### src/hdl/mpc_pkg.sv
package mpc_pkg;
    localparam int CLK_HZ = 25_000_000;
    // hold time on a request input, in milliseconds (more than half a second)
    localparam int HOLD_MS = 500;
    localparam int HOLD_CYC = (CLK_HZ / 1000) * HOLD_MS;
    // a level must have been low this long before a rise counts as an edge
    localparam int LOW_MS = 10;
    localparam int LOW_CYC = (CLK_HZ / 1000) * LOW_MS;
    // startup interval until commands are accepted, seconds
    localparam int BOOT_MIN_S = 2;
    localparam int BOOT_MAX_S = 20;
    localparam int BOOT_CYC = CLK_HZ * BOOT_MIN_S;
    // network detach allowance before power is cut, milliseconds
    localparam int DETACH_MS = 1000;
    localparam int DETACH_CYC = (CLK_HZ / 1000) * DETACH_MS;
    localparam int CNT_W = 32;
    localparam logic [CNT_W-1:0] CNT_ZERO = 32'h0000_0000;
    localparam logic [CNT_W-1:0] CNT_ONE = 32'h0000_0001;
    localparam logic [2:0] SYNC_ZERO = 3'h0;
    localparam int SYNC_MID = 1;
    localparam int SYNC_LAST = 2;

    typedef enum logic [4:0] {
        MPC_OFF = 5'h01,
        MPC_BOOT = 5'h02,
        MPC_READY = 5'h04,
        MPC_DETACH = 5'h08,
        MPC_HALT = 5'h10
    } mpc_state_e;
endpackage

### src/hdl/mpc_edge_hold.sv
`timescale 1ns/1ps
`default_nettype none
module mpc_edge_hold
    import mpc_pkg::*;
#(
    parameter int HOLD = HOLD_CYC,
    parameter int LOWQ = LOW_CYC
) (
    // clock and reset
    input wire logic i_clk_sys,
    input wire logic i_resetn,
    // raw pin
    input wire logic i_pin,
    // filtered level and qualified request
    output logic o_level,
    output logic o_req
);
    typedef struct packed {
        logic [2:0] sync;
        logic armed;
        logic held;
        logic fired;
        logic [CNT_W-1:0] low_cnt;
        logic [CNT_W-1:0] hi_cnt;
        logic level;
        logic req;
    } mpc_eh_s;

    mpc_eh_s st;
    mpc_eh_s next_st;
    logic agree_hi;
    logic agree_lo;

    // only the second and third stages are compared
    assign agree_hi = st.sync[SYNC_MID] & st.sync[SYNC_LAST];
    assign agree_lo = ~st.sync[SYNC_MID] & ~st.sync[SYNC_LAST];

    always_comb begin
        next_st = st;
        next_st.sync = {st.sync[SYNC_MID:0], i_pin};
        next_st.req = 1'b0;
        if (agree_lo) begin
            next_st.level = 1'b0;
            next_st.held = 1'b0;
            next_st.fired = 1'b0;
            next_st.hi_cnt = CNT_ZERO;
            // a rise counts only after a settled low: slow creep is ignored
            if (st.low_cnt >= CNT_W'(LOWQ)) begin
                next_st.armed = 1'b1;
            end else begin
                next_st.low_cnt = st.low_cnt + CNT_ONE;
            end
        end else if (agree_hi) begin
            next_st.level = 1'b1;
            next_st.low_cnt = CNT_ZERO;
            if (!st.level) begin
                next_st.held = st.armed;
                next_st.armed = 1'b0;
            end
            if (st.held && !st.fired) begin
                if (st.hi_cnt >= CNT_W'(HOLD)) begin
                    next_st.req = 1'b1;
                    next_st.fired = 1'b1;
                end else begin
                    next_st.hi_cnt = st.hi_cnt + CNT_ONE;
                end
            end
        end else begin
            // disagreement mid-transition restarts the low qualification
            next_st.low_cnt = CNT_ZERO;
        end
    end

    always_ff @(posedge i_clk_sys or negedge i_resetn) begin
        if (!i_resetn) begin
            st <= '0;
        end else begin
            st <= next_st;
        end
    end

    assign o_level = st.level;
    assign o_req = st.req;

    req_after_hold_a: assert property (@(posedge i_clk_sys) disable iff (!i_resetn)
        o_req |-> $past(st.level) && $past(st.hi_cnt) >= CNT_W'(HOLD))
        else $error("request fired without full hold");
    req_needs_edge_a: assert property (@(posedge i_clk_sys) disable iff (!i_resetn)
        o_req |-> $past(st.held))
        else $error("request fired without qualified edge");
endmodule
`default_nettype wire

### src/hdl/mpc_power_ctrl.sv
// Function
// - by default the controller powers the modem on its own when supply appears and then supervises it.
// - after supply is first applied the initial power state is on.
// - the modem powers up when the power-on request is held high for more than half a second.
// - the modem powers down when the power-off request is held high for more than half a second.
// - requests are only honoured after a clean rise from a settled low level.
// - slow or tiny transitions are not treated as valid edges.
// - the shutdown command first detaches from the network and then removes module power.
// - after power-on the modem becomes ready for commands within a two to twenty second startup.
// - once startup completes network registration starts by itself.
// - there is no special reset or forced power-down beyond the request inputs and command.
`timescale 1ns/1ps
`default_nettype none
module mpc_power_ctrl
    import mpc_pkg::*;
#(
    parameter int HOLD = HOLD_CYC,
    parameter int LOWQ = LOW_CYC,
    parameter int BOOT = BOOT_CYC,
    parameter int DETACH = DETACH_CYC
) (
    // clock and reset (reset stands for supply application)
    input wire logic i_clk_sys,
    input wire logic i_resetn,
    // request pins from the host
    input wire logic i_power_on_request_input,
    input wire logic i_power_off_request_input,
    // software shutdown command strobe
    input wire logic i_software_shutdown_command,
    // network side
    input wire logic i_detach_done,
    // power and status
    output logic o_module_power_en,
    output logic o_ready,
    output logic o_net_register_start,
    output logic o_net_detach_req,
    output logic o_cmd_busy
);
    typedef struct packed {
        mpc_state_e state;
        logic [CNT_W-1:0] cnt;
        logic pwr;
        logic ready;
        logic reg_start;
        logic detach;
        logic busy;
    } mpc_pc_s;

    mpc_pc_s st;
    mpc_pc_s next_st;
    logic on_lvl;
    logic off_lvl;
    logic on_req;
    logic off_req;
    logic both;

    mpc_edge_hold #(.HOLD(HOLD), .LOWQ(LOWQ)) u_on (
        .i_clk_sys(i_clk_sys),
        .i_resetn(i_resetn),
        .i_pin(i_power_on_request_input),
        .o_level(on_lvl),
        .o_req(on_req)
    );

    mpc_edge_hold #(.HOLD(HOLD), .LOWQ(LOWQ)) u_off (
        .i_clk_sys(i_clk_sys),
        .i_resetn(i_resetn),
        .i_pin(i_power_off_request_input),
        .o_level(off_lvl),
        .o_req(off_req)
    );

    // both levels active blocks the request-driven state changes
    assign both = on_lvl & off_lvl;

    always_comb begin
        next_st = st;
        next_st.reg_start = 1'b0;
        unique case (st.state)
            MPC_OFF: begin
                if (on_req && !both) begin
                    next_st.state = MPC_BOOT;
                    next_st.cnt = CNT_ZERO;
                end
            end
            MPC_BOOT: begin
                if (off_req && !both) begin
                    next_st.state = MPC_OFF;
                end else if (st.cnt >= CNT_W'(BOOT)) begin
                    next_st.state = MPC_READY;
                    next_st.reg_start = 1'b1;
                end else begin
                    next_st.cnt = st.cnt + CNT_ONE;
                end
            end
            MPC_READY: begin
                if (off_req && !both) begin
                    next_st.state = MPC_OFF;
                end else if (i_software_shutdown_command) begin
                    next_st.state = MPC_DETACH;
                    next_st.cnt = CNT_ZERO;
                end
            end
            MPC_DETACH: begin
                // detach finishes or its allowance expires before power goes
                if (i_detach_done || st.cnt >= CNT_W'(DETACH)) begin
                    next_st.state = MPC_HALT;
                end else begin
                    next_st.cnt = st.cnt + CNT_ONE;
                end
            end
            MPC_HALT: begin
                next_st.state = MPC_OFF;
            end
            default: begin
                next_st.state = MPC_OFF;
            end
        endcase
        next_st.pwr = (next_st.state != MPC_OFF) && (next_st.state != MPC_HALT);
        next_st.ready = (next_st.state == MPC_READY);
        next_st.detach = (next_st.state == MPC_DETACH);
        next_st.busy = (next_st.state == MPC_BOOT) || (next_st.state == MPC_DETACH);
    end

    // supply-on acts as reset: come up powered and booting, no other recovery path
    always_ff @(posedge i_clk_sys or negedge i_resetn) begin
        if (!i_resetn) begin
            st.state <= MPC_BOOT;
            st.cnt <= CNT_ZERO;
            st.pwr <= 1'b1;
            st.ready <= 1'b0;
            st.reg_start <= 1'b0;
            st.detach <= 1'b0;
            st.busy <= 1'b1;
        end else begin
            st <= next_st;
        end
    end

    assign o_module_power_en = st.pwr;
    assign o_ready = st.ready;
    assign o_net_register_start = st.reg_start;
    assign o_net_detach_req = st.detach;
    assign o_cmd_busy = st.busy;

    off_cuts_power_a: assert property (@(posedge i_clk_sys) disable iff (!i_resetn)
        off_req && !both && (st.state == MPC_READY) |=> !o_module_power_en)
        else $error("power-off request did not cut power");
    on_powers_up_a: assert property (@(posedge i_clk_sys) disable iff (!i_resetn)
        on_req && !both && (st.state == MPC_OFF) |=> o_module_power_en && o_cmd_busy)
        else $error("power-on request did not power up");
    both_holds_state_a: assert property (@(posedge i_clk_sys) disable iff (!i_resetn)
        both && !i_software_shutdown_command && (st.state inside {MPC_OFF, MPC_READY})
        |=> $stable(o_module_power_en))
        else $error("state changed with both requests active");
    detach_first_a: assert property (@(posedge i_clk_sys) disable iff (!i_resetn)
        $fell(o_module_power_en) && st.state == MPC_HALT |-> $past(o_net_detach_req))
        else $error("shutdown cut power without detach");
    ready_starts_reg_a: assert property (@(posedge i_clk_sys) disable iff (!i_resetn)
        $rose(o_ready) |-> o_net_register_start)
        else $error("registration not started at ready");
    boot_then_ready_a: assert property (@(posedge i_clk_sys) disable iff (!i_resetn)
        $rose(o_ready) |-> $past(st.state) == MPC_BOOT && $past(st.cnt) >= CNT_W'(BOOT))
        else $error("ready before startup interval");
    cmd_detaches_a: assert property (@(posedge i_clk_sys) disable iff (!i_resetn)
        i_software_shutdown_command && st.state == MPC_READY && !(off_req && !both)
        |=> o_net_detach_req && o_module_power_en)
        else $error("shutdown command did not start detach");
    power_on_default_a: assert property (@(posedge i_clk_sys) disable iff (!i_resetn)
        $rose(i_resetn) |-> o_module_power_en)
        else $error("not powered after supply applied");
endmodule
`default_nettype wire

### config.mk
export PLATFORM = sky130hd
export DESIGN_NAME = mpc_power_ctrl
export DESIGN_NICKNAME = d
export VERILOG_FILES = /design/src/hdl/mpc_pkg.sv /design/src/hdl/mpc_edge_hold.sv /design/src/hdl/mpc_power_ctrl.sv
export SDC_FILE = /design/constraint.sdc
export NUM_CORES = 1
export LEC_CHECK = 0
export BUFFER_PORTS_ARGS = -buffer_cell sky130_fd_sc_hd__buf_2
export CORE_UTILIZATION = 58
export CTS_CLUSTER_DIAMETER = 50
export DETAILED_ROUTE_END_ITERATION = 12
export PLACE_DENSITY = 0.86
export SLEW_MARGIN = 20
export SYNTH_ARGS = -nofsm -noshare
export SYNTH_HDL_FRONTEND = slang
export SYNTH_SLANG_ARGS = --single-unit
export TNS_END_PERCENT = 10
### constraint.sdc
create_clock -name i_clk_sys -period 4.2 [get_ports i_clk_sys]
set_input_delay 0.21 -clock i_clk_sys [delete_from_list [all_inputs] [get_ports i_clk_sys]]
set_output_delay 0.21 -clock i_clk_sys [all_outputs]
set_load 0.01 [all_outputs]
### Word level (Yosys, flattened, before mapping)

Cells that the tools add are included.
Widths: inputs -> output; s select.

| storage, ports and cells | value |
|---|---|
| register bits | 186 |
| bits in latches | 0 |
| bits in writable memories | 0 |
| memory bits (read-only) | 0 |
| bits of input ports | 6 |
| output and inout bits | 5 |
| memories | 0 |

| cells by class | value |
|---|---|
| add/sub/neg operators | 5 |
| multipliers | 0 |
| divide/modulo/power cells | 0 |
| order comparisons | 6 |
| equal/unequal tests | 23 |
| shift-type cells | 0 |
| mux-type cells | 41 |
| bitwise operators | 9 |
| reductions and logical operators | 26 |

Operators by type and width:

| operator | number |
|---|---|
| $mux 32 | 10 |
| $add 32x1->32 const B | 5 |
| $mux 68 | 2 |
| $pmux 32 s4 | 1 |
| $mux 37 | 2 |
| $mux 34 | 2 |
| $ge 32x18->1 const B | 2 |
| $ge 32x24->1 const B | 2 |
| $ge 32x25->1 const B | 1 |
| $ge 32x26->1 const B | 1 |
| $ne 2x2->1 const B | 12 |
| $mux 5 | 4 |
| $pmux 5 s4 | 1 |
| $reduce_and 3->1 | 6 |
| $mux 1 | 15 |
| $reduce_bool 2->1 | 6 |
| $eq 5x2->1 const B | 2 |
| $eq 5x3->1 const B | 2 |
| $eq 5x4->1 const B | 2 |
| $reduce_and 7->1 | 1 |
| $mux 3 | 2 |
| $and 1x1->1 | 5 |
| $eq 5x1->1 const B | 1 |
| $logic_and 1x1->1 | 5 |
| 9 further kinds | 18 |

### Longest topological paths before layout

Gate-level depths: netlist (run 1).

| logic depth | value |
|---|---|
| depth after elaboration | 7 |
| gate-level depth with buffers | 9 |
| gate-level depth less buffers | 8 |

### Cells and area by module

A second synthesis (run 1) with hierarchy kept.

| unflattened totals | value |
|---|---|
| cell total of the unflattened synthesis | 995 |
| area total of the unflattened synthesis | 9514.1 µm² |

Modules (own cells, without submodules):

| module | instances | cells each | area an instance (µm²) | seq. area each (µm²) |
|---|---|---|---|---|
| mpc_edge_hold | 2 | 369 | 3544.6 | 1801.7 |
| mpc_power_ctrl | 1 | 257 | 2424.8 | 1054.8 |

### Least setup slack after synthesis (run 1)

Ideal clock, no wire load.

| path | value |
|---|---|
| kind | reg2reg |
| start point | register st[39] (netlist name) |
| end point | register st[23] (netlist name) |
| data arrival time | 2.215 ns |
| data required time | 4.066 ns |
| setup slack | 1.851 ns |
| stages on the path, launching flop included | 9 |
| path buffers | 2 |
| path through | dfrtp_1 -> or3_1 -> nor3b_2 -> o21ai_0 -> a221oi_1 -> and2_1 -> buf_2 -> buf_2 -> a21oi_1 |

| between the ends | value |
|---|---|
| longest elaborated chain between the ends | 3 |
| elaborated cells between the ends (all ways) | 13 |

RTL lines:

| element | RTL line | RTL |
|---|---|---|
| start: declaration | mpc_power_ctrl.sv:49 | `mpc_pc_s st;` |
| start signal: assignment | mpc_power_ctrl.sv:136 | `st <= next_st;` |
| $eq 5x4->1 (tied with other cells) | mpc_power_ctrl.sv:79 | `unique case (st.state)` |
| $reduce_bool 4->1 (no line) or $ne 2x2->1 (tied branches) | - |  |
| $reduce_and 7->1 (no line) | - |  |

Several ways; a longest one is shown, not always the timed one.
A chain may end at the register's enable or synchronous reset.

### Worst setup path after layout (run 1)

| path | value |
|---|---|
| start point | register st[39] (netlist name) |
| end point | register st[26] (netlist name) |

The elaborated chain is that of the path after synthesis.

==> results of run 1 <==
-- cell type report --
| cell class | count | area [µm²] |
|---|---|---|
| fill | 1163 | 5338 |
| sequential | 186 | 4658 |
| multi-input combinational | 683 | 4156 |
| clock buffer | 23 | 478.0 |
| tap | 188 | 235.2 |
| timing repair buffer | 19 | 133.9 |
| inverter | 30 | 112.6 |
| clock inverter | 9 | 90.09 |
-- worst max path at each step --
stage	from	end	slack, ps	depth (start not counted)
detailed placement	st[39]$_DFF_PN0_	st[12]$_DFFE_PN0P_	1280	7
global placement	u_on.next_st[71]$_DFF_PN0_	u_on.st[16]$_DFFE_PN0P_	1370	6
CTS	st[39]$_DFF_PN0_	st[26]$_DFFE_PN0P_	1250	7
global route	st[20]$_DFFE_PN0P_	st[25]$_DFFE_PN0P_	950	7
floorplan	st[39]$_DFF_PN0_	st[23]$_DFFE_PN0P_	1850	8
finish	st[39]$_DFF_PN0_	st[26]$_DFFE_PN0P_	1190	7
-- per-stage QoR --
stage	instances	util, %
after floorplan	935	-
after CTS	1138	64.83
final	1138	64.89
after detailed placement	1103	60.90
after global routing	1138	64.89
after global placement	1103	60.90
-- Yosys cell counts (3+ instances only) --
cell type / number / area share (%)
a21boi_1: 3 / 0.25
a21oi_1: 32 / 1.8
a31oi_1: 24 / 1.7
and2_1: 74 / 5.1
and3_1: 28 / 1.9
and4_1: 15 / 1.4
buf_1: 3 / 0.12
buf_2: 3 / 0.17
clkbuf_1: 28 / 1.2
dfrtp_1: 183 / 51
dfstp_2: 3 / 0.87
ha_1: 16 / 2.2
inv_1: 29 / 1.2
nand2_1: 73 / 3.0
nand2b_1: 12 / 0.83
nand3_1: 38 / 2.1
nand4_1: 17 / 1.2
nor2_1: 82 / 3.4
nor2b_1: 14 / 0.97
nor3_1: 15 / 0.83
nor3b_1: 6 / 0.50
nor4_1: 15 / 1.0
o211ai_1: 8 / 0.66
o21ai_0: 52 / 2.9
o21ai_1: 19 / 1.0
o31ai_1: 27 / 2.2
o41ai_1: 6 / 0.58
or3_1: 14 / 0.97
or4_1: 19 / 1.6
xnor2_1: 30 / 2.9
xor2_1: 8 / 0.77
-- state kept, by name, indices dropped and copies added, names as in the netlist, 2 cells and up --
name and count:
u_off.st 68, u_off.next_st 2, u_on.next_st 2, st 37, u_on.st 68
-- kinds of logic after synthesis --
logic type               Yosys count
AND/OR/NAND/NOR                  435
AO/OA/AOI/OAI                    192
flip-flops                       186
buffers and inverters             66
XOR/XNOR                          38
adder cells (fa/ha/maj)           16
multiplexers                       2
-- where the power goes --
part | switching, mW | internal (mW) | leakage (nW)
logic | 0.0741 | 0.0250 | 1.62
clock network | 0.668 | 0.869 | 0.275
registers | 0.00718 | 1.80 | 2.56
total | 0.749 | 2.69 | 4.46
-- layout by cell type, fill, tap and decap left out, types with 27 or more instances in the layout --
cell type / n
nand3_1: 38
o31ai_1: 27
and3_1: 28
a21oi_1: 32
dfrtp_1: 183
nand2_1: 73
inv_1: 29
xnor2_1: 30
nor2_1: 82
o21ai_0: 52
and2_1: 74
-- worst min-delay path, cell delays in order --
cell and delay, ps:
buf_2 100, and3_1 180, a21o_1 90
-- metal layers --
metal  part of all wire [%]  track usage (%)  routed length, µm  up-vias
li1                       -                -                  -     3346
met1                     46            30.69               8089     3343
met2                     49            38.36               8529      136
met3                    3.4            5.025                596       21
met4                    1.1            5.322                187        0
met5                      0                0                  0        -
==> qor.csv, run 1 <==
stage,metric,value,unit
clock_tree,postCtsResizedCells,0,
worst_setup_path,critical_path_class,flop to flop,
synthesis,synthCells,935,
synthesis,yosys.area_share.adder,2.209,%
drt,ant_nets,0,
timing,period_share,71.76,%
synthesis,synth-compound-area-share,13.30,%
floorplanning,fp-row-count,45,
clock_tree,holdBufCountCts,3,
hold_path,hp-start,i_software_shutdown_command,
worst_setup_path,slowest_delay,730,ps
timing,fmax,331.8,MHz
worst_setup_path,worstPathCellList,"or3_1, nor3b_2, o21ai_0, a221oi_1, and2_1, or4_1, nand2_1",
clock_tree,clk_path_buf_depth,2,
timing,whs,191.1,ps
drt,wl,17400,µm
place,dp_slack,1285,ps
place,dp_hpwl,11070,µm
clock_tree,htree_num_levels,4,
timing,rsz0062_at_grt,no,
layout,n_antenna_cell,0,
global_routing,overflow,0,
clock_tree,cts_sinks,186,
worst_setup_path,worst-endpoint-arrival,3320,ps
clock_tree,insertion_delay,430,ps
global_routing,grt_pass1_vias,6442,
drt,via_per_inst,6.016,
clock_tree,numCtsBuffers,17,
global_routing,grt_pass1_wl,30170,µm
hold_path,holdPathEnd,o_net_detach_req$_DFF_PN0_,
worst_setup_path,crit_required,4510,ps
synthesis,yosys.area_share.simple,26.27,%
synthesis,synth_edf_count,0,
synthesis,synth_cell_types,63,
timing,setup_ws,1186,ps
drt,drc,0,
worst_setup_path,cpMaxStageDelayCell,and2_1,
drt,wl_per_cell,15.29,µm
power,power,3.442,mW
timing,period_needed,3014,ps
layout,syn2layout_area_growth,8.850,%
worst_setup_path,start_kind,flop,
synthesis,syn_nets,957,
status,status,"finished, final reports clean",
clock_tree,cts_root_buffer,clkbuf_16,
worst_setup_path,crit_family,simple AND/OR/NAND/NOR gates,
power,p_per_area,348.9,nW/µm²
synthesis,ys_async_sr_fraction,100.0,%
floorplanning,die-area,16130,µm²
clock_tree,cts_tree,done,
power,vdd_ir_drop_max,0.3023,mV
timing,drv_slew,0,
timing,worst_pin_slew,1083,ps
place,port_buffers,10,
worst_setup_path,worstPathMaxFanout,23,
worst_setup_path,reg2reg_slack,1190,ps
layout,drive_gt1_share,6.842,%
timing,skew,13.13,ps
worst_setup_path,r2r_start,st[39]$_DFF_PN0_,
global_routing,antenna_found_initial,0,
synthesis,ys_ff_latch,186,
worst_setup_path,cp-end-kind,flop,
worst_setup_path,rr_worst_depth,7,
timing,hold_viol_final,0,
drt,dr_total_vias,6846,
worst_setup_path,worstReg2RegEnd,st[26]$_DFFE_PN0P_,
synthesis,synth_area,9062,µm²
floorplanning,fp.dieW,127,µm
synthesis,yosys_warnings,0,
floorplanning,initial_core_util,59.61,%
synthesis,ys_seq_area_share,51.40,%
timing,slew-limit-headroom,27.43,%
floorplanning,fp.dieH,127,µm
job,maxCapViolations,0,
layout,final_cell_area,9864,µm²
synthesis,syn_area_per_cell,9.692,µm²
power,p_leak,4.457,nW
synthesis,synthXorXnorAreaFrac,3.673,%
hold_path,holdPathStages,3,
synthesis,synth_mux_area_share,0.2485,%
clock_tree,post_cts_buffers,0,
clock_tree,path_clk_slew,60,ps
hold_path,hp-class,input pin to flop,
worst_setup_path,crit_buf_inv,0,
timing,setup-tns-final,0,ps
global_routing,grt_max_degree,126,
layout,layout.nets,959,
place,place_congestion,0.8211,
timing,finalSetupViolCount,0,
drt,drtIter0Drc,564,
global_routing,grt_usage,22.92,%
synthesis,synth_top_family_by_area,simple AND/OR/NAND/NOR gates,
floorplanning,coreArea,15200,µm²
place,placed_area,9258,µm²
floorplanning,io_pins,11,
synthesis,synth_ff_type,dfrtp_1,
drt,first_pass_iters,6,
Note: power is estimated with default switching activity, not from simulation.
==> run 2: changes to the inputs <==
- CORE_UTILIZATION: 58 -> 57
- PLACE_DENSITY: 0.86 -> 0.88
- clock period: 4.2 -> 2.5 ns (I/O delays scaled with it)
==> run 2 against run 1 <==
- the flow now finishes with violations (negative setup slack)
- die area is 1.7% higher
- combinational power rose by 89%
- clock skew is 3.0 ps lower
- sequential power rose by 67%
- fmax increased by 15%
- sequential cell count unchanged
- design area up 7.6%
- non-clock buffer count up 63
- sequential share of layout area shrank 3.3 points
- final cell count is 7.6% higher
- critical endpoint unchanged
- largest cell class unchanged
==> qor.csv, run 2 (synthesized netlist as in run 1, its figures left out) <==
stage,metric,value,unit
floorplanning,fp.dieH,128.1,µm
worst_setup_path,crit_family,simple AND/OR/NAND/NOR gates,
worst_setup_path,cpMaxStageDelayCell,or4_4,
timing,slew-limit-headroom,55.17,%
timing,period_share,104.7,%
clock_tree,cts_tree,done,
clock_tree,numCtsBuffers,17,
drt,via_per_inst,6.067,
worst_setup_path,worstPathMaxFanout,19,
layout,reg_top3,"u_off.st (68), u_on.st (68), st (37)",
layout,layout_common_cells,"dfrtp_1 (183), nor2_1 (82), and2_1 (74)",
hold_path,hp-class,input pin to flop,
worst_setup_path,worst-endpoint-arrival,2990,ps
clock_tree,insertion_delay,440,ps
layout,final_cells,1224,
global_routing,overflow,0,
drt,wl_met3,912,µm
clock_tree,htree_num_levels,4,
place,dp_hpwl,12330,µm
worst_setup_path,crit_buf_inv,1,
drt,met2_length,10340,µm
place,place_inst,1185,
drt,dr_total_vias,7426,
power,vdd_ir_drop_max,0.5563,mV
worst_setup_path,critical_path_class,flop to flop,
global_routing,grt_usage,26.36,%
drt,drtIter0Drc,608,
worst_setup_path,worstReg2RegEnd,st[26]$_DFFE_PN0P_,
drt,drc,0,
timing,finalSetupViolCount,14,
worst_setup_path,worstPathCellList,"or4_4, o311a_4, o211ai_4, a21o_4, o31ai_2, buf_12, or4_1, nand2_1",
global_routing,grt_max_degree,84,
layout,drive_gt1_share,15.70,%
timing,worst_pin_slew,672.5,ps
drt,wl,20710,µm
clock_tree,clk_path_buf_depth,2,
global_routing,antenna_found_initial,0,
floorplanning,fp-row-count,45,
floorplanning,io_pins,11,
status,violations,negative setup slack,
worst_setup_path,slowest_delay,560,ps
floorplanning,die-area,16410,µm²
worst_setup_path,r2r_start,st[15]$_DFFE_PN0P_,
timing,drv_slew,0,
hold_path,hp-start,i_software_shutdown_command,
drt,first_pass_iters,6,
layout,syn2layout_area_growth,17.12,%
worst_setup_path,reg2reg_slack,-120,ps
worst_setup_path,rr_worst_depth,8,
timing,skew,10.15,ps
hold_path,holdPathEnd,o_net_detach_req$_DFF_PN0_,
power,p_per_area,566.8,nW/µm²
drt,ant_nets,0,
floorplanning,initial_core_util,58.96,%
layout,final_cell_area,10610,µm²
timing,setup_ws,-117.6,ps
timing,setup-tns-final,-759.1,ps
status,status,"complete, but fails checks",
floorplanning,coreArea,15370,µm²
floorplanning,fp.dieW,128.1,µm
timing,rsz0062_at_grt,yes,
clock_tree,path_clk_slew,70,ps
drt,wl_per_cell,16.92,µm
timing,whs,150.7,ps
drt,routed.top_layer,met4,
layout,n_antenna_cell,0,
worst_setup_path,start_kind,flop,
timing,fmax,382.0,MHz
layout,layout.nets,1022,
place,port_buffers,10,
global_routing,grt_pass1_vias,7232,
power,p_leak,4.810,nW
worst_setup_path,cp-end-kind,flop,
clock_tree,cts_sinks,186,
place,dp_slack,-90.33,ps
place,place_congestion,0.8887,
hold_path,holdPathStages,3,
timing,hold_viol_final,0,
place,placed_area,9767,µm²
job,maxCapViolations,0,
clock_tree,cts_root_buffer,clkbuf_16,
worst_setup_path,crit_required,2870,ps
layout,final_common_cell,dfrtp_1,
drt,met1_length,8919,µm
global_routing,grt_pass1_wl,34360,µm
timing,period_needed,2618,ps
[run 2: worst register-to-register path, delay by kind of cell, from the launching register on]
family / cells / cell delay (ps)
simple gates: 3 / 1130
buf+inv: 1 / 180
compound gates: 4 / 860
flops: 1 / 380
[run 2: layout make-up]
cell class | instances | area, µm²
clock buffer | 18 | 429.2
clock inverter | 14 | 182.7
fill | 1041 | 4757
inverter | 30 | 112.6
multi-input combinational | 683 | 4318
sequential | 186 | 4658
tap | 211 | 264.0
timing repair buffer | 82 | 649.4
[run 2: timing repair]
action                     CTS  global route
hold endpoints to repair    78             0
hold buffers                 3             0
gates resized for setup     12            25
buffers inserted             0             3
pin swaps                    3             6
gates cloned                 1             0
setup endpoints to repair   20            45
[run 2: where the power goes]
| part | internal [mW] | switching [mW] |
|---|---|---|
| clock network | 1.59 | 1.20 |
| logic | 0.0531 | 0.133 |
| registers | 3.02 | 0.0141 |
[run 2: stage by stage]
step | utilization (%) | power, mW
6_report | 69.05 | 6.016
5_1_grt | 69.05 | 6.197
4_1_cts | 68.18 | 6.041
3_5_place_dp | 63.54 | 3.271
3_3_place_gp | 63.54 | 3.265
2_1_floorplan | - | 3.166
[run 2: worst max-delay path by stage]
stage / start / end / slack [ps] / cells past startpoint
6_report: st[15]$_DFFE_PN0P_ / st[26]$_DFFE_PN0P_ / -120 / 8
5_1_grt: st[15]$_DFFE_PN0P_ / st[26]$_DFFE_PN0P_ / -170 / 8
4_1_cts: st[19]$_DFFE_PN0P_ / st[21]$_DFFE_PN0P_ / -80 / 9
3_5_place_dp: st[37]$_DFF_PN0_ / st[19]$_DFFE_PN0P_ / -90 / 8
3_3_place_gp: st[15]$_DFFE_PN0P_ / st[19]$_DFFE_PN0P_ / 6 / 8
2_1_floorplan: st[39]$_DFF_PN0_ / st[23]$_DFFE_PN0P_ / 150 / 8
[run 2: routing by layer]
metal / vias to the layer above / global-route usage (%)
met3: 52 / 4.925
li1: 3465 / -
met5: - / 0
met4: 0 / 10.45
met1: 3653 / 33.16
met2: 256 / 45.01
